==> config.mk <==
export PLATFORM = sky130hd
export DESIGN_NAME = crt_cursor_vertical_timing
export DESIGN_NICKNAME = d
export VERILOG_FILES = /design/src/crt_vert_pkg.sv /design/src/crt_cursor_vertical_timing.sv
export SDC_FILE = /design/constraint.sdc
export NUM_CORES = 1
export LEC_CHECK = 0
export ABC_AREA = 1
export BUFFER_PORTS_ARGS = -buffer_cell sky130_fd_sc_hd__buf_2
export CORE_MARGIN = 10
export CORE_UTILIZATION = 40
export CTS_BUF_LIST = sky130_fd_sc_hd__clkbuf_4 sky130_fd_sc_hd__clkbuf_8
export CTS_CLUSTER_SIZE = 24
export DETAILED_ROUTE_END_ITERATION = 10
export PLACE_DENSITY_LB_ADDON = 0.15
export SETUP_SLACK_MARGIN = 0.2
export SLEW_MARGIN = 20
export SYNTH_ARGS = -nofsm -noshare
export SYNTH_HDL_FRONTEND = slang
export SYNTH_SLANG_ARGS = --single-unit
==> constraint.sdc <==
create_clock -name core_clk -period 7.15 [get_ports core_clk]
set_input_delay 1.0725 -clock core_clk [delete_from_list [all_inputs] [get_ports core_clk]]
set_output_delay 1.0725 -clock core_clk [all_outputs]
set_load 0.005 [all_outputs]
==> src/crt_vert_pkg.sv <==
// package: register map, fields and carrier types for the cursor and vertical timing block
package crt_vert_pkg;

  // register indices on the indexed data port
  localparam logic [7:0] IDX_CURSOR_FIRST_ROW = 8'h0a;
  localparam logic [7:0] IDX_CURSOR_LAST_ROW = 8'h0b;
  localparam logic [7:0] IDX_DISPLAY_ORIGIN_HI = 8'h0c;
  localparam logic [7:0] IDX_DISPLAY_ORIGIN_LO = 8'h0d;
  localparam logic [7:0] IDX_CURSOR_ADDR_HI = 8'h0e;
  localparam logic [7:0] IDX_CURSOR_ADDR_LO = 8'h0f;
  localparam logic [7:0] IDX_VSYNC_BEGIN = 8'h10;
  localparam logic [7:0] IDX_VSYNC_END_CONTROL = 8'h11;
  localparam logic [7:0] IDX_VDISPLAY_LAST_LINE = 8'h12;
  localparam logic [7:0] IDX_ROW_PITCH = 8'h13;
  localparam logic [7:0] IDX_UNDERLINE_AND_ADDR_MODE = 8'h14;
  localparam logic [7:0] IDX_VBLANK_BEGIN = 8'h15;
  localparam logic [7:0] IDX_VBLANK_FINISH = 8'h16;

  // writable bit masks; reserved bits read zero
  localparam logic [7:0] MASK_CURSOR_FIRST_ROW = 8'h3f;
  localparam logic [7:0] MASK_CURSOR_LAST_ROW = 8'h7f;
  localparam logic [7:0] MASK_UNDERLINE_AND_ADDR_MODE = 8'h7f;
  localparam logic [7:0] MASK_FULL = 8'hff;
  localparam logic [7:0] REG_RESET = 8'h00;

  // field positions
  localparam int ROW_FIELD_MSB = 4;
  localparam int BIT_TEXT_CURSOR_DISABLE = 5;
  localparam int BIT_CURSOR_DELAY_LSB = 5;
  localparam int BIT_VINT_CLEAR_N = 4;
  localparam int BIT_VINT_DISABLE = 5;
  localparam int BIT_REFRESH_FIVE = 6;
  localparam int BIT_TIMING_WRITE_PROTECT = 7;
  localparam int BIT_ADDR_STEP_FOUR = 5;
  localparam int BIT_DOUBLEWORD_ADDRESSING = 6;
  // overflow register positions
  localparam int OVF_VT8 = 0;
  localparam int OVF_VDE8 = 1;
  localparam int OVF_VRS8 = 2;
  localparam int OVF_SVB8 = 3;
  localparam int OVF_SPLIT_LINE_BIT8 = 4;
  localparam int OVF_VT9 = 5;
  localparam int OVF_VDE9 = 6;
  localparam int OVF_VRS9 = 7;
  localparam int MSL_SVB9 = 5;

  localparam logic [2:0] REFRESH_THREE = 3'h3;
  localparam logic [2:0] REFRESH_FIVE = 3'h5;

  // timing registers held outside this block
  typedef struct packed {
    logic [7:0] vtotal_lo;
    logic [7:0] overflow;
    logic [7:0] max_scan_line;
  } ext_timing_type;

  // mode bits held outside this block
  typedef struct packed {
    logic count_by_two;
    logic enhanced;
  } ext_mode_type;

endpackage : crt_vert_pkg

==> src/crt_cursor_vertical_timing.sv <==
// module: text cursor, display addressing and vertical timing of the crt controller
// Notes on behaviour
// - cursor start field is first line minus one
// - start above end means no cursor
// - cursor disable bit one suppresses cursor
// - cursor end field is last cursor line
// - skew delays cursor zero to three characters
// - start address loaded after each vertical retrace
// - cursor shown where address equals cursor location
// - enhanced mode reuses location bytes as colours
// - vsync begins at ten-bit start line
// - vsync ends when low nibble matches end
// - interrupt flop set at end of display
// - clear bit zero holds interrupt flop cleared
// - disable bit one blocks vertical interrupt
// - refresh select gives three or five cycles
// - protect bit locks timing indices zero to seven
// - display ends at ten-bit last line value
// - next row start adds k times pitch
// - underline on field plus one line
// - step four and doubleword set address mode
// - vblank begins one after ten-bit start
// - vblank ends when line matches eight-bit end
// - row scan counts per retrace, clears at max
// - overflow bits two and seven extend vsync
`timescale 1ns/1ps
`default_nettype none

module crt_cursor_vertical_timing (
  input wire logic core_clk,
  input wire logic rst_n,
  input wire logic index_wr,
  input wire logic data_wr,
  input wire logic data_rd,
  input wire logic [7:0] wdata,
  input wire logic char_clk_en,
  input wire logic hretrace_start,
  input wire logic hdisplay,
  input wire crt_vert_pkg::ext_timing_type ext_timing,
  input wire crt_vert_pkg::ext_mode_type ext_mode,
  output logic [7:0] rdata,
  output logic timing_write_protect,
  output logic vsync,
  output logic vblank,
  output logic vint,
  output logic text_cursor,
  output logic underline,
  output logic [15:0] mem_addr,
  output logic refresh_req,
  output logic [7:0] hw_cursor_fg,
  output logic [7:0] hw_cursor_bg,
  output logic addr_step_four,
  output logic doubleword_addressing
);

  ////////////////////////////////////////////////////////////////////////
  // reset release
  logic rst_meta_r;
  logic rst_sync_n_r;

  always_ff @(posedge core_clk or negedge rst_n) begin
    if (!rst_n) begin
      rst_meta_r <= 1'b0;
      rst_sync_n_r <= 1'b0;
    end else begin
      rst_meta_r <= 1'b1;
      rst_sync_n_r <= rst_meta_r;
    end
  end

  ////////////////////////////////////////////////////////////////////////
  // indexed register file
  logic [7:0] index_r;
  logic [7:0] cursor_first_row_r;
  logic [7:0] cursor_last_row_r;
  logic [7:0] display_origin_hi_r;
  logic [7:0] display_origin_lo_r;
  logic [7:0] cursor_addr_hi_r;
  logic [7:0] cursor_addr_lo_r;
  logic [7:0] vsync_begin_r;
  logic [7:0] vsync_end_control_r;
  logic [7:0] vdisplay_last_line_r;
  logic [7:0] row_pitch_r;
  logic [7:0] underline_and_addr_mode_r;
  logic [7:0] vblank_begin_r;
  logic [7:0] vblank_finish_r;
  logic [7:0] rdata_nxt;

  always_ff @(posedge core_clk or negedge rst_sync_n_r) begin
    if (!rst_sync_n_r) begin
      index_r <= crt_vert_pkg::REG_RESET;
    end else if (index_wr) begin
      index_r <= wdata;
    end
  end

  always_ff @(posedge core_clk or negedge rst_sync_n_r) begin
    if (!rst_sync_n_r) begin
      cursor_first_row_r <= crt_vert_pkg::REG_RESET;
      cursor_last_row_r <= crt_vert_pkg::REG_RESET;
      display_origin_hi_r <= crt_vert_pkg::REG_RESET;
      display_origin_lo_r <= crt_vert_pkg::REG_RESET;
      cursor_addr_hi_r <= crt_vert_pkg::REG_RESET;
      cursor_addr_lo_r <= crt_vert_pkg::REG_RESET;
      vsync_begin_r <= crt_vert_pkg::REG_RESET;
      vsync_end_control_r <= crt_vert_pkg::REG_RESET;
      vdisplay_last_line_r <= crt_vert_pkg::REG_RESET;
      row_pitch_r <= crt_vert_pkg::REG_RESET;
      underline_and_addr_mode_r <= crt_vert_pkg::REG_RESET;
      vblank_begin_r <= crt_vert_pkg::REG_RESET;
      vblank_finish_r <= crt_vert_pkg::REG_RESET;
    end else if (data_wr) begin
      unique case (index_r)
        crt_vert_pkg::IDX_CURSOR_FIRST_ROW:
          cursor_first_row_r <= wdata & crt_vert_pkg::MASK_CURSOR_FIRST_ROW;
        crt_vert_pkg::IDX_CURSOR_LAST_ROW:
          cursor_last_row_r <= wdata & crt_vert_pkg::MASK_CURSOR_LAST_ROW;
        crt_vert_pkg::IDX_DISPLAY_ORIGIN_HI: display_origin_hi_r <= wdata;
        crt_vert_pkg::IDX_DISPLAY_ORIGIN_LO: display_origin_lo_r <= wdata;
        crt_vert_pkg::IDX_CURSOR_ADDR_HI: cursor_addr_hi_r <= wdata;
        crt_vert_pkg::IDX_CURSOR_ADDR_LO: cursor_addr_lo_r <= wdata;
        crt_vert_pkg::IDX_VSYNC_BEGIN: vsync_begin_r <= wdata;
        crt_vert_pkg::IDX_VSYNC_END_CONTROL: vsync_end_control_r <= wdata;
        crt_vert_pkg::IDX_VDISPLAY_LAST_LINE: vdisplay_last_line_r <= wdata;
        crt_vert_pkg::IDX_ROW_PITCH: row_pitch_r <= wdata;
        crt_vert_pkg::IDX_UNDERLINE_AND_ADDR_MODE:
          underline_and_addr_mode_r <= wdata & crt_vert_pkg::MASK_UNDERLINE_AND_ADDR_MODE;
        crt_vert_pkg::IDX_VBLANK_BEGIN: vblank_begin_r <= wdata;
        crt_vert_pkg::IDX_VBLANK_FINISH: vblank_finish_r <= wdata;
        default: ;
      endcase
    end
  end

  always_comb begin
    unique case (index_r)
      crt_vert_pkg::IDX_CURSOR_FIRST_ROW: rdata_nxt = cursor_first_row_r;
      crt_vert_pkg::IDX_CURSOR_LAST_ROW: rdata_nxt = cursor_last_row_r;
      crt_vert_pkg::IDX_DISPLAY_ORIGIN_HI: rdata_nxt = display_origin_hi_r;
      crt_vert_pkg::IDX_DISPLAY_ORIGIN_LO: rdata_nxt = display_origin_lo_r;
      crt_vert_pkg::IDX_CURSOR_ADDR_HI: rdata_nxt = cursor_addr_hi_r;
      crt_vert_pkg::IDX_CURSOR_ADDR_LO: rdata_nxt = cursor_addr_lo_r;
      crt_vert_pkg::IDX_VSYNC_BEGIN: rdata_nxt = vsync_begin_r;
      crt_vert_pkg::IDX_VSYNC_END_CONTROL: rdata_nxt = vsync_end_control_r;
      crt_vert_pkg::IDX_VDISPLAY_LAST_LINE: rdata_nxt = vdisplay_last_line_r;
      crt_vert_pkg::IDX_ROW_PITCH: rdata_nxt = row_pitch_r;
      crt_vert_pkg::IDX_UNDERLINE_AND_ADDR_MODE: rdata_nxt = underline_and_addr_mode_r;
      crt_vert_pkg::IDX_VBLANK_BEGIN: rdata_nxt = vblank_begin_r;
      crt_vert_pkg::IDX_VBLANK_FINISH: rdata_nxt = vblank_finish_r;
      default: rdata_nxt = 8'h00;
    endcase
  end

  always_ff @(posedge core_clk or negedge rst_sync_n_r) begin
    if (!rst_sync_n_r) begin
      rdata <= 8'h00;
    end else if (data_rd) begin
      rdata <= rdata_nxt;
    end
  end

  ////////////////////////////////////////////////////////////////////////
  // control decode and registered control outputs
  logic [9:0] vtotal;
  logic [9:0] vsync_start;
  logic [9:0] vdisp_end;
  logic [9:0] vblank_start;
  logic [4:0] max_scan;
  logic vint_clear_n;
  logic vint_disable;
  logic refresh_five;

  assign vtotal = {ext_timing.overflow[crt_vert_pkg::OVF_VT9],
                   ext_timing.overflow[crt_vert_pkg::OVF_VT8], ext_timing.vtotal_lo};
  assign vsync_start = {ext_timing.overflow[crt_vert_pkg::OVF_VRS9],
                        ext_timing.overflow[crt_vert_pkg::OVF_VRS8], vsync_begin_r};
  assign vdisp_end = {ext_timing.overflow[crt_vert_pkg::OVF_VDE9],
                      ext_timing.overflow[crt_vert_pkg::OVF_VDE8], vdisplay_last_line_r};
  assign vblank_start = {ext_timing.max_scan_line[crt_vert_pkg::MSL_SVB9],
                         ext_timing.overflow[crt_vert_pkg::OVF_SVB8], vblank_begin_r};
  assign max_scan = ext_timing.max_scan_line[crt_vert_pkg::ROW_FIELD_MSB:0];
  assign vint_clear_n = vsync_end_control_r[crt_vert_pkg::BIT_VINT_CLEAR_N];
  assign vint_disable = vsync_end_control_r[crt_vert_pkg::BIT_VINT_DISABLE];
  assign refresh_five = vsync_end_control_r[crt_vert_pkg::BIT_REFRESH_FIVE];

  always_ff @(posedge core_clk or negedge rst_sync_n_r) begin
    if (!rst_sync_n_r) begin
      timing_write_protect <= 1'b0;
      hw_cursor_fg <= 8'h00;
      hw_cursor_bg <= 8'h00;
      addr_step_four <= 1'b0;
      doubleword_addressing <= 1'b0;
    end else begin
      // the outside timing registers honour this, overflow bit 4 excepted
      timing_write_protect <= vsync_end_control_r[crt_vert_pkg::BIT_TIMING_WRITE_PROTECT];
      hw_cursor_fg <= ext_mode.enhanced ? cursor_addr_hi_r : 8'h00;
      hw_cursor_bg <= ext_mode.enhanced ? cursor_addr_lo_r : 8'h00;
      addr_step_four <= underline_and_addr_mode_r[crt_vert_pkg::BIT_ADDR_STEP_FOUR];
      doubleword_addressing <= underline_and_addr_mode_r[crt_vert_pkg::BIT_DOUBLEWORD_ADDRESSING];
    end
  end

  ////////////////////////////////////////////////////////////////////////
  // line and row scan counters
  logic [9:0] vline_r;
  logic [4:0] row_scan_r;
  logic frame_wrap;

  assign frame_wrap = (vline_r == 10'(vtotal + 10'h001));

  always_ff @(posedge core_clk or negedge rst_sync_n_r) begin
    if (!rst_sync_n_r) begin
      vline_r <= 10'h000;
      row_scan_r <= 5'h00;
    end else if (hretrace_start) begin
      vline_r <= frame_wrap ? 10'h000 : 10'(vline_r + 10'h001);
      if (frame_wrap || row_scan_r == max_scan) begin
        row_scan_r <= 5'h00;
      end else begin
        row_scan_r <= 5'(row_scan_r + 5'h01);
      end
    end
  end

  ////////////////////////////////////////////////////////////////////////
  // vertical sync, blank and interrupt
  always_ff @(posedge core_clk or negedge rst_sync_n_r) begin
    if (!rst_sync_n_r) begin
      vsync <= 1'b0;
    end else if (vline_r == vsync_start) begin
      vsync <= 1'b1;
    end else if (vline_r[3:0] == vsync_end_control_r[3:0]) begin
      vsync <= 1'b0;
    end
  end

  always_ff @(posedge core_clk or negedge rst_sync_n_r) begin
    if (!rst_sync_n_r) begin
      vblank <= 1'b0;
    end else if (vline_r == 10'(vblank_start + 10'h001)) begin
      vblank <= 1'b1;
    end else if (vline_r[7:0] == vblank_finish_r) begin
      vblank <= 1'b0;
    end
  end

  // host pulses the clear bit low then high to rearm
  always_ff @(posedge core_clk or negedge rst_sync_n_r) begin
    if (!rst_sync_n_r) begin
      vint <= 1'b0;
    end else if (!vint_clear_n) begin
      vint <= 1'b0;
    end else if (!vint_disable && vline_r == 10'(vdisp_end + 10'h001)) begin
      vint <= 1'b1;
    end
  end

  ////////////////////////////////////////////////////////////////////////
  // display addressing
  logic [15:0] row_start_r;
  logic [1:0] step_cnt_r;
  logic [1:0] step_last;
  logic [10:0] pitch_bytes;
  logic row_end;
  logic [15:0] row_next;

  always_comb begin
    if (underline_and_addr_mode_r[crt_vert_pkg::BIT_ADDR_STEP_FOUR]) begin
      step_last = 2'h3;
    end else if (ext_mode.count_by_two) begin
      step_last = 2'h1;
    end else begin
      step_last = 2'h0;
    end
    if (underline_and_addr_mode_r[crt_vert_pkg::BIT_DOUBLEWORD_ADDRESSING]) begin
      pitch_bytes = {row_pitch_r, 3'h0};
    end else if (ext_mode.count_by_two) begin
      pitch_bytes = {1'b0, row_pitch_r, 2'h0};
    end else begin
      pitch_bytes = {2'h0, row_pitch_r, 1'b0};
    end
  end

  assign row_end = hretrace_start && (row_scan_r == max_scan);
  assign row_next = 16'(row_start_r + {5'h00, pitch_bytes});

  always_ff @(posedge core_clk or negedge rst_sync_n_r) begin
    if (!rst_sync_n_r) begin
      row_start_r <= 16'h0000;
    end else if (hretrace_start && frame_wrap) begin
      row_start_r <= {display_origin_hi_r, display_origin_lo_r};
    end else if (row_end) begin
      row_start_r <= row_next;
    end
  end

  always_ff @(posedge core_clk or negedge rst_sync_n_r) begin
    if (!rst_sync_n_r) begin
      mem_addr <= 16'h0000;
      step_cnt_r <= 2'h0;
    end else if (hretrace_start) begin
      // first line of a new row already uses the advanced row start
      if (frame_wrap) begin
        mem_addr <= {display_origin_hi_r, display_origin_lo_r};
      end else begin
        mem_addr <= row_end ? row_next : row_start_r;
      end
      step_cnt_r <= 2'h0;
    end else if (char_clk_en && hdisplay) begin
      if (step_cnt_r == step_last) begin
        step_cnt_r <= 2'h0;
        mem_addr <= 16'(mem_addr + 16'h0001);
      end else begin
        step_cnt_r <= 2'(step_cnt_r + 2'h1);
      end
    end
  end

  ////////////////////////////////////////////////////////////////////////
  // text cursor and underline
  logic [4:0] cursor_start;
  logic [4:0] cursor_end;
  logic cursor_lines_ok;
  logic cursor_raw;
  logic [3:0] cursor_dly_r;
  logic [1:0] cursor_delay;

  assign cursor_start = cursor_first_row_r[crt_vert_pkg::ROW_FIELD_MSB:0];
  assign cursor_end = cursor_last_row_r[crt_vert_pkg::ROW_FIELD_MSB:0];
  assign cursor_delay = cursor_last_row_r[crt_vert_pkg::BIT_CURSOR_DELAY_LSB +: 2];
  assign cursor_lines_ok = (cursor_start <= cursor_end)
    && ({1'b0, row_scan_r} >= 6'({1'b0, cursor_start} + 6'h01))
    && (row_scan_r <= cursor_end);
  assign cursor_raw = hdisplay && cursor_lines_ok
    && !cursor_first_row_r[crt_vert_pkg::BIT_TEXT_CURSOR_DISABLE]
    && (mem_addr == {cursor_addr_hi_r, cursor_addr_lo_r});

  always_ff @(posedge core_clk or negedge rst_sync_n_r) begin
    if (!rst_sync_n_r) begin
      cursor_dly_r <= 4'h0;
      text_cursor <= 1'b0;
    end else begin
      if (char_clk_en) begin
        cursor_dly_r <= {cursor_dly_r[2:0], cursor_raw};
      end
      text_cursor <= cursor_dly_r[cursor_delay];
    end
  end

  always_ff @(posedge core_clk or negedge rst_sync_n_r) begin
    if (!rst_sync_n_r) begin
      underline <= 1'b0;
    end else begin
      underline <= ({1'b0, row_scan_r} ==
        6'({1'b0, underline_and_addr_mode_r[crt_vert_pkg::ROW_FIELD_MSB:0]} + 6'h01));
    end
  end

  ////////////////////////////////////////////////////////////////////////
  // refresh cycles during horizontal blank
  logic [2:0] refresh_left_r;
  logic [2:0] refresh_seen_r;
  logic refresh_five_line_r;

  always_ff @(posedge core_clk or negedge rst_sync_n_r) begin
    if (!rst_sync_n_r) begin
      refresh_left_r <= 3'h0;
      refresh_req <= 1'b0;
      refresh_five_line_r <= 1'b0;
    end else if (hretrace_start) begin
      // select as latched at line start, so a mid-line change is harmless
      refresh_five_line_r <= refresh_five;
      refresh_left_r <= refresh_five ? crt_vert_pkg::REFRESH_FIVE
                                     : crt_vert_pkg::REFRESH_THREE;
      refresh_req <= 1'b0;
    end else begin
      refresh_req <= char_clk_en && !hdisplay && (refresh_left_r != 3'h0);
      if (char_clk_en && !hdisplay && refresh_left_r != 3'h0) begin
        refresh_left_r <= 3'(refresh_left_r - 3'h1);
      end
    end
  end

  // helper: refresh pulses counted since the last line start
  always_ff @(posedge core_clk or negedge rst_sync_n_r) begin
    if (!rst_sync_n_r) begin
      refresh_seen_r <= 3'h0;
    end else if (hretrace_start) begin
      refresh_seen_r <= 3'h0;
    end else if (refresh_req && refresh_seen_r != 3'h7) begin
      refresh_seen_r <= 3'(refresh_seen_r + 3'h1);
    end
  end
endmodule : crt_cursor_vertical_timing

`default_nettype wire

======== After elaboration in Yosys (flattened, before gate mapping) ========
Cells that the tools add are included.
storage, ports and cells
  bits of input ports ..................... 42
  output and inout bits ................... 49
  flip-flop bits (word level) ............. 199
operators by class
  reduce and logical (&&, ||, !) cells .... 35
  magnitude comparators ................... 4
  muxes and demuxes ....................... 30
  add/subtract/negate cells ............... 11
  equal/unequal tests ..................... 24
operators by type and width
  kind                                                 number
  case mux 8 bit (13 select lines)                     1
  two-way mux 16 bit                                   6
  equality test 8 x 5 -> 1 bit, second input constant  7
  equality test 8 x 4 -> 1 bit, second input constant  6
  adder 10 x 1 -> 10 bit, second input constant        4
  equality test 10 bit                                 4
  AND reduction 2 bit                                  14
  two-way mux 10 bit                                   2
  adder 16 x 1 -> 16 bit, second input constant        1
  adder 16 x 11 -> 16 bit                              1
  equality test 16 bit                                 1
  two-way mux 8 bit                                    2
  adder 5 x 1 -> 6 bit, second input constant          2
  logical AND 1 bit                                    11
  two-way mux 11 bit                                   1
  less-or-equal comparator 5 bit                       2
  nonzero test 2 bit                                   5
  two-way mux 1 bit                                    9
  two-way mux 3 bit                                    3
  equality test 8 bit                                  1
  two-way mux 2 bit                                    4
  equality test 5 x 6 -> 1 bit                         1
  greater-or-equal comparator 5 x 6 -> 1 bit           1
  adder 5 x 1 -> 5 bit, second input constant          1
  12 further kinds                                     14

======== Depth between registers and ports, before layout ========
Gate-level depths: netlist of run 1.
  depth in word-level cells ............... 7
  depth in mapped cells ................... 20
  gate-level depth less buffers ........... 19

======== Worst setup path before layout of run 1 ========
Ideal clock, no wire load.
  path type ............................... in2reg
  from .................................... input port ext_mode[1] in the netlist's numbering
  to ...................................... register mem_addr[11]
  stages .................................. 15
  data arrival time ....................... 3190 ps
  path slack .............................. 3882 ps
  cell sequence ........................... inv_1 clkbuf_1 nor2_1 nor3_1 inv_1 fa_1 o21ai_0 nand3_1 nand2_1 nand2_1 nand2_1 nand2_1 xnor2_1 nand2_1 a21oi_1
between the ends
  word-level cells in the longest chain between the ends .. 6
  elaborated cells on any way between the ends .. 11
  classes of those cells .................. add/sub (1); eq/ne (1); mux (7); reduce/logical (2)
RTL lines
  item                     line                               text
  from (decl)              crt_cursor_vertical_timing.sv:40   input wire crt_vert_pkg::ext_mode_type ext_mode,
  two-way mux 10 bit       crt_cursor_vertical_timing.sv:277  end else if (ext_mode.count_by_two) begin
  two-way mux 11 bit       crt_cursor_vertical_timing.sv:275  if (underline_and_addr_mode_r[crt_vert_pkg::BIT_DOUBLEWORD_ADDRESSING]) begin
  adder 16 x 11 -> 16 bit  crt_cursor_vertical_timing.sv:285  assign row_next = 16'(row_start_r + {5'h00, pitch_bytes});
  two-way mux 16 bit       -
  two-way mux 16 bit       crt_cursor_vertical_timing.sv:303  if (frame_wrap) begin
  two-way mux 16 bit       crt_cursor_vertical_timing.sv:301  end else if (hretrace_start) begin
  to (signal assigned)     crt_cursor_vertical_timing.sv:304  mem_addr <= {display_origin_hi_r, display_origin_lo_r};
  to (signal assigned)     crt_cursor_vertical_timing.sv:306  mem_addr <= row_end ? row_next : row_start_r;
  to (signal assigned)     crt_cursor_vertical_timing.sv:312  mem_addr <= 16'(mem_addr + 16'h0001);
  to (decl)                crt_cursor_vertical_timing.sv:48   output logic [15:0] mem_addr,
Parallel ways exist; a longest one is shown, timed or not.
A chain may end at the register's enable or synchronous reset.

======== Final worst setup path of run 1 ========
  from .................................... input port hretrace_start
  to ...................................... register mem_addr[7]
between the ends
  word-level cells in the longest chain between the ends .. 4
  elaborated cells on any way between the ends .. 7
  classes of those cells .................. mux (3); reduce/logical (4)
RTL lines
  item                line                               text
  from (decl)         crt_cursor_vertical_timing.sv:37   input wire logic hretrace_start,
  logical AND 1 bit   crt_cursor_vertical_timing.sv:284  assign row_end = hretrace_start && (row_scan_r == max_scan);
  two-way mux 16 bit  -
  two-way mux 16 bit  crt_cursor_vertical_timing.sv:303
  two-way mux 16 bit  crt_cursor_vertical_timing.sv:301
Parallel ways exist; a longest one is shown, timed or not.

==> results of run 1 <==
critical path, stage by stage:
cell and delay (ns):
buf_2 0.64, inv_1 0.09, buf_4 0.28, o21ai_0 0.15, nand2_1 0.52, inv_1 0.64
nand2_1 0.09, o21ai_0 0.09, nand3_1 0.10, nand2_1 0.07, inv_1 0.04
stage by stage:
stage / hold WS (ns) / instance area, sq um
after floorplan: 0.3312 / 11900
after global placement: 0.3389 / 12590
after detailed placement: 0.3418 / 12590
after CTS: 0.3182 / 12970
after global routing: 0.3047 / 12970
final: 0.3500 / 12970
worst max-delay path by stage:
stage / from / end / depth (start not counted)
detailed placement: hretrace_start / mem_addr[7] / 11
global placement: hretrace_start / mem_addr[7] / 11
finish: hretrace_start / mem_addr[7] / 11
floorplan: rst_sync_n_r / addr_step_four / 0
CTS: hretrace_start / mem_addr[7] / 11
global route: hretrace_start / mem_addr[7] / 11
kinds of logic (layout without fill, tap and decap cells):
group,count (synthesis),after routing,share of synthesized area
simple gates,746,746,0.2686
xor+xnor,81,81,0.06078
compound gates,278,278,0.1291
other cells,1,2,0.0003152
flops,199,199,0.4185
fa+ha+maj,36,36,0.03849
buf+inv,249,316,0.08423
power breakdown:
part | total (mW) | switching (mW) | internal [mW] | leakage, nW
logic | 0.936 | 0.563 | 0.374 | 3.68
registers | 1.53 | 0.260 | 1.27 | 2.65
clock network | 0.728 | 0.446 | 0.282 | 0.194
layout make-up:
type	instances	share of cell area
clock inverter	11	0.008102
multi-input combinational	1142	0.4563
timing repair buffer	89	0.03569
tap	390	0.03762
clock buffer	20	0.02122
antenna	1	0.0001929
sequential	199	0.3842
inverter	196	0.05671
layer usage:
metal  global-route usage  vias to the layer above  wire, microns
li1                     -                     5234              -
met1               0.3024                     5047          18450
met2               0.3141                      285          16720
met3              0.03759                       42           2264
met4              0.05874                        0            862
met5                    0                        -              0
placed cells by master, fill, tap and decap left out, drive strengths merged, types with 4 or more instances in the layout:
cell type	count
a21oi	53
clkbuf	20
nand3	95
or2	5
o22ai	18
buf	89
dfrtp	199
xnor2	29
nand4	22
a31oi	5
ha	35
nor2	123
inv	203
a211oi	13
nand2	470
nor3	22
a221oi	4
o21ai	163
xor2	51
==> results.md, run 1 <==
* Peak fanout along the critical path at 35
* First-pass iteration count of the detailed router at 7
* Syn avg cell area at 7.484 sq um
* Reg2Reg Setup Slack at 4.08 ns
* #FFs+latches synth at 199
* Final period utilization at 0.4819
* Row count at 63
* Slew Limit Fails at 0
* Yosys warns at 0
* Startpoint Class: input pin
* Main synth FF type: dfrtp_1
* Post-Syn Nets at roughly 1.7k
* Max Root-Sink Buffers at 2
* Sequential cell area at 4984 sq um
* Area of the die at 37050 sq um
* Crit path DAT at approximately 3.8 ns
* DRC violations left at 0
* Reg-to-Reg End: mem_addr[11]
* Clock Skews at 0.02269 ns
* RSZ-0062 raised after global routing: no
* Core ar. at 29480 sq um
* Worst-Margin Slew at 0.9657 ns
* Vias in the first global route at 10.19k
* PwrDens at approximately 250 nW/um^2
* Crit end category: flop
* R2R cell count at 15
* Skew-Pair Late Insertion Delay at ~0.50 ns
* Count leader, synth: nand2_1
* Placed insts at 2016
* Max-cap violation count at 0
* Starting Density at 0.4036
* IO Pins at about 90
* Root Buffer: clkbuf_8
* Final ANT Viol Nets at 0
* Area Growth Syn to Fin at 9.022%
* IO buf count at 87
* Post-synth top area share at 0.4185
* PnR Total Power at 3.196 mW
* Layout Nets at 1723
* Ys async rst share at 1.000
* Detailed Place HPWL at about 29000 microns
* Leak pwr at between 6 and 7 nW
* Clk slew on worst S/H paths at 0.10 ns
* Multi-input logic area at 5919 sq um
* Max VDD drop at 0.0001010 V
* GRT Resource Usage Total at 0.2096
* PostCTS Resize Cnt at 0
* F_max at 290.2 MHz
* Core Util, Final at 0.4400
* Register area share after synthesis at 0.4185
* Die W at roughly 190 microns
* Hold-fix buffers, CTS at 0
* Yosys top cell by area: dfrtp_1
* H-tree depth at 4
* Synth area leaders: dfrtp_1 42%, nand2_1 15%, o21ai_0 6.7%, inv_1 6.1%, xor2_1 3.8%
* Mapped Cells at 1590
* CTS Buf Count at 17
* Post-synth EDFFs at 0
* Drt first-iter violations at about 1k
* Post-CTS Setup Inserts at 0
* Setup ws final at 3.705 ns
* Via count at 10.61k
* Post-route insts no fill at approximately 2.0k
* Setup CP Type: input pin to flop
* Outcome: finished, final reports clean
* Place WS at ~3.2 ns
* DR vias/cell at 5.180
* RePlAce Congestion at approximately 0.91
* Top Registers: mem_addr: 16 flops, row_start_r: 16 flops, vline_r: 10 flops
* Mapped cell area at around 12000 sq um
* Hold WC Path Type: input pin to asynchronous set/reset pin
* GRT overflow at 0
* # fillers at 3039
* Unique masters post-synth at 52
* Reg-to-reg startpoint: underline_and_addr_mode_r[6]
* Initial antenna violation count at 0
* Drt total wl at 38290 microns
* CTS tree: built
* Drt wl/cell at about 19 microns
* Die Ht at 192.5 microns
* CP Data Required Time at 7.53 ns
* Min Tclk post-route at ~3.4 ns
* Largest net degree at the start of global routing at 130
* Rel. slew slack at 0.3562
* Hold Vio Cnt, Final at 0
* TNS Setup at 0 ns
* Clock Sinks at slightly below 200
* # setup viols final at 0
* Top cells by count, synth: 466 x nand2_1, 199 x dfrtp_1, 194 x inv_1, 159 x o21ai_0, 115 x nor2_1
* Fraction of layout instances using a drive strength above 1 at 0.09535
* First-pass GRT wire length at 59600 microns
No activity file was read; power rests on OpenSTA's default activity.
==> inputs of run 2 (changes only) <==
==> constraint.sdc (replaced) <==
create_clock -name core_clk -period 3.3 [get_ports core_clk]
set_input_delay 0.495 -clock core_clk [delete_from_list [all_inputs] [get_ports core_clk]]
set_output_delay 0.495 -clock core_clk [all_outputs]
set_load 0.005 [all_outputs]
==> results.md, run 2 (synthesized netlist as in run 1, its figures left out) <==
* Outcome: finished, final reports clean
* Via count at 10.67k
* H-tree depth at 4
* First-pass GRT wire length at 59780 microns
* Most frequent cell on the critical path: nand2_1
* Crit path DAT at between 3 and 4 ns
* Row count at 63
* Sequential cell area at between 4000 and 5000 sq um
* Root Buffer: clkbuf_8
* R2R cell count at 18
* Top Registers: mem_addr: 16 flops, row_start_r: 16 flops, vline_r: 10 flops
* Largest net degree at the start of global routing at 58
* RePlAce Congestion at 0.9380
* Slew Limit Fails at 0
* PwrDens at 528.6 nW/um^2
* Max VDD drop at approximately 0.00023 V
* DRC violations left at 0
* RSZ-0062 raised after global routing: no
* CTS tree: built
* Core ar. at 29480 sq um
* TNS Setup at 0 ns
* F_max at between 300 and 400 MHz
* Worst path max stage delay at 0.51 ns
* Hold Vio Cnt, Final at 0
* CTS Buf Count at 17
* Startpoint Class: flop
* Peak fanout along the critical path at 12
* Crit path max-delay family: simple AND/OR/NAND/NOR gates
* Final Cell Area at approximately 13000 sq um
* Place WS at 0.2499 ns
* Final period utilization at 0.8130
* Most frequent cells in the layout: 466 x nand2_1, 197 x dfrtp_1, 193 x inv_1
* IO buf count at 87
* Layout Nets at 1731
* Area Growth Syn to Fin at 9.601%
* CP max-delay cell: dfrtp_2
* Detailed Place HPWL at 29210 microns
* Reg-to-Reg End: mem_addr[8]
* First-pass iteration count of the detailed router at 5
* Die W at 192.5 microns
* Reg2Reg Setup Slack at 0.62 ns
* Max-cap violation count at 0
* Crit path to: mem_addr[8]
* IO Pins at 91
* # fillers at 3061
* Drt wl/cell at ~19 microns
* Crit path buf inv count at 2
* Rel. slew slack at 0.4249
* Fraction of layout instances using a drive strength above 1 at 0.09970
* Max Root-Sink Buffers at 2
* Initial antenna violation count at 0
* GRT Resource Usage Total at 0.2106
* Stages on worst setup path at 18
* Ant. Diodes at 0
* Post-route insts no fill at 2055
* Reg-to-reg startpoint: underline_and_addr_mode_r[6]
* GRT overflow at 0
* Placed insts at 2023
* PnR Total Power at 6.893 mW
* Drt total wl at 38340 microns
* Multi-input logic area at 5917 sq um
* Area of the die at 37050 sq um
* Cells along the critical path: inv_2 -> o21ai_0 -> a21oi_1 -> a21oi_1 -> ha_1 -> nand2_1 -> nor2_1 -> nand2_1 -> nand3_1 -> nand2_1 -> nand2_1 -> xor2_1 -> nand2_1 -> nand2_1 -> nand2_1 -> nand3_1 -> nand2_1 -> inv_1
* Clock Sinks at 199
* Placed inst area at 12660 sq um
* Setup CP Type: flop to flop
* Die Ht at roughly 190 microns
* # setup viols final at 0
* Crit path launch: underline_and_addr_mode_r[6]
* WHS Path Cells at 3
* Setup ws final at between 0.6 and 0.7 ns
* Min Tclk post-route at 2.683 ns
* DR vias/cell at 5.194
* Clock Skews at 0.02439 ns
* Clk slew on worst S/H paths at approximately 0.12 ns
* Worst-Margin Slew at 0.8616 ns
* Crit end category: flop
* Leak pwr at 6.556 nW
* Final ANT Viol Nets at 0
* Skew-Pair Late Insertion Delay at 0.49 ns
* Vias in the first global route at ~10k
* Drt first-iter violations at 1057
* CP Data Required Time at 3.73 ns
* Hold WC Path Type: input pin to flop
* Most common cell after layout, fill and taps aside: nand2_1
* Starting Density at 0.4036
## run 2: per-layer routing
| layer | vias up | GRT usage | wire (microns) |
|---|---|---|---|
| met3 | 32 | 0.03686 | 2349 |
| li1 | 5240 | - | - |
| met5 | - | 0 | 0 |
| met1 | 5068 | 0.3019 | 18550 |
| met2 | 334 | 0.3235 | 16810 |
| met4 | 0 | 0.04860 | 625 |
## run 2: repair_timing
item	CTS	global route
endpoints found under the setup margin	0	11
setup buffers	0	0
gates resized for setup	0	3
endpoints found under the hold margin	2	0
hold buffers	1	0
## run 2: tightest hold or removal path, cell delays in order
cell     delay, ns
buf_2         0.09
nand2_1       0.04
o21ai_0       0.05
## run 2: per-stage QoR
stage                     utilization  hold WS (ns)
after global placement         0.4296        0.2808
after global routing           0.4424        0.2061
after CTS                      0.4423        0.1955
after floorplan                     -        0.1994
after detailed placement       0.4296        0.2822
final                          0.4424        0.2199
## run 2: final cells by class
type,instances,share of cell area
Clock buffer,19,0.01957
Tap cell,390,0.03742
Timing Repair Buffer,97,0.04221
Sequential cell,199,0.3822
Multi-Input combinational cell,1142,0.4537
Inverter,196,0.05641
Clock inverter,12,0.008443
## run 2: worst min-delay path by stage
stage / start / end
floorplan: rst_n / rst_meta_r
global placement: rst_n / rst_meta_r
detailed placement: rst_n / rst_meta_r
CTS: wdata[4] / index_r[4]
global route: wdata[1] / index_r[1]
finish: wdata[4] / index_r[4]
## run 2: power breakdown
part / switching [mW] / internal [mW]
Clock: 0.958 / 0.573
Combinational: 1.23 / 0.822
Sequential: 0.552 / 2.76
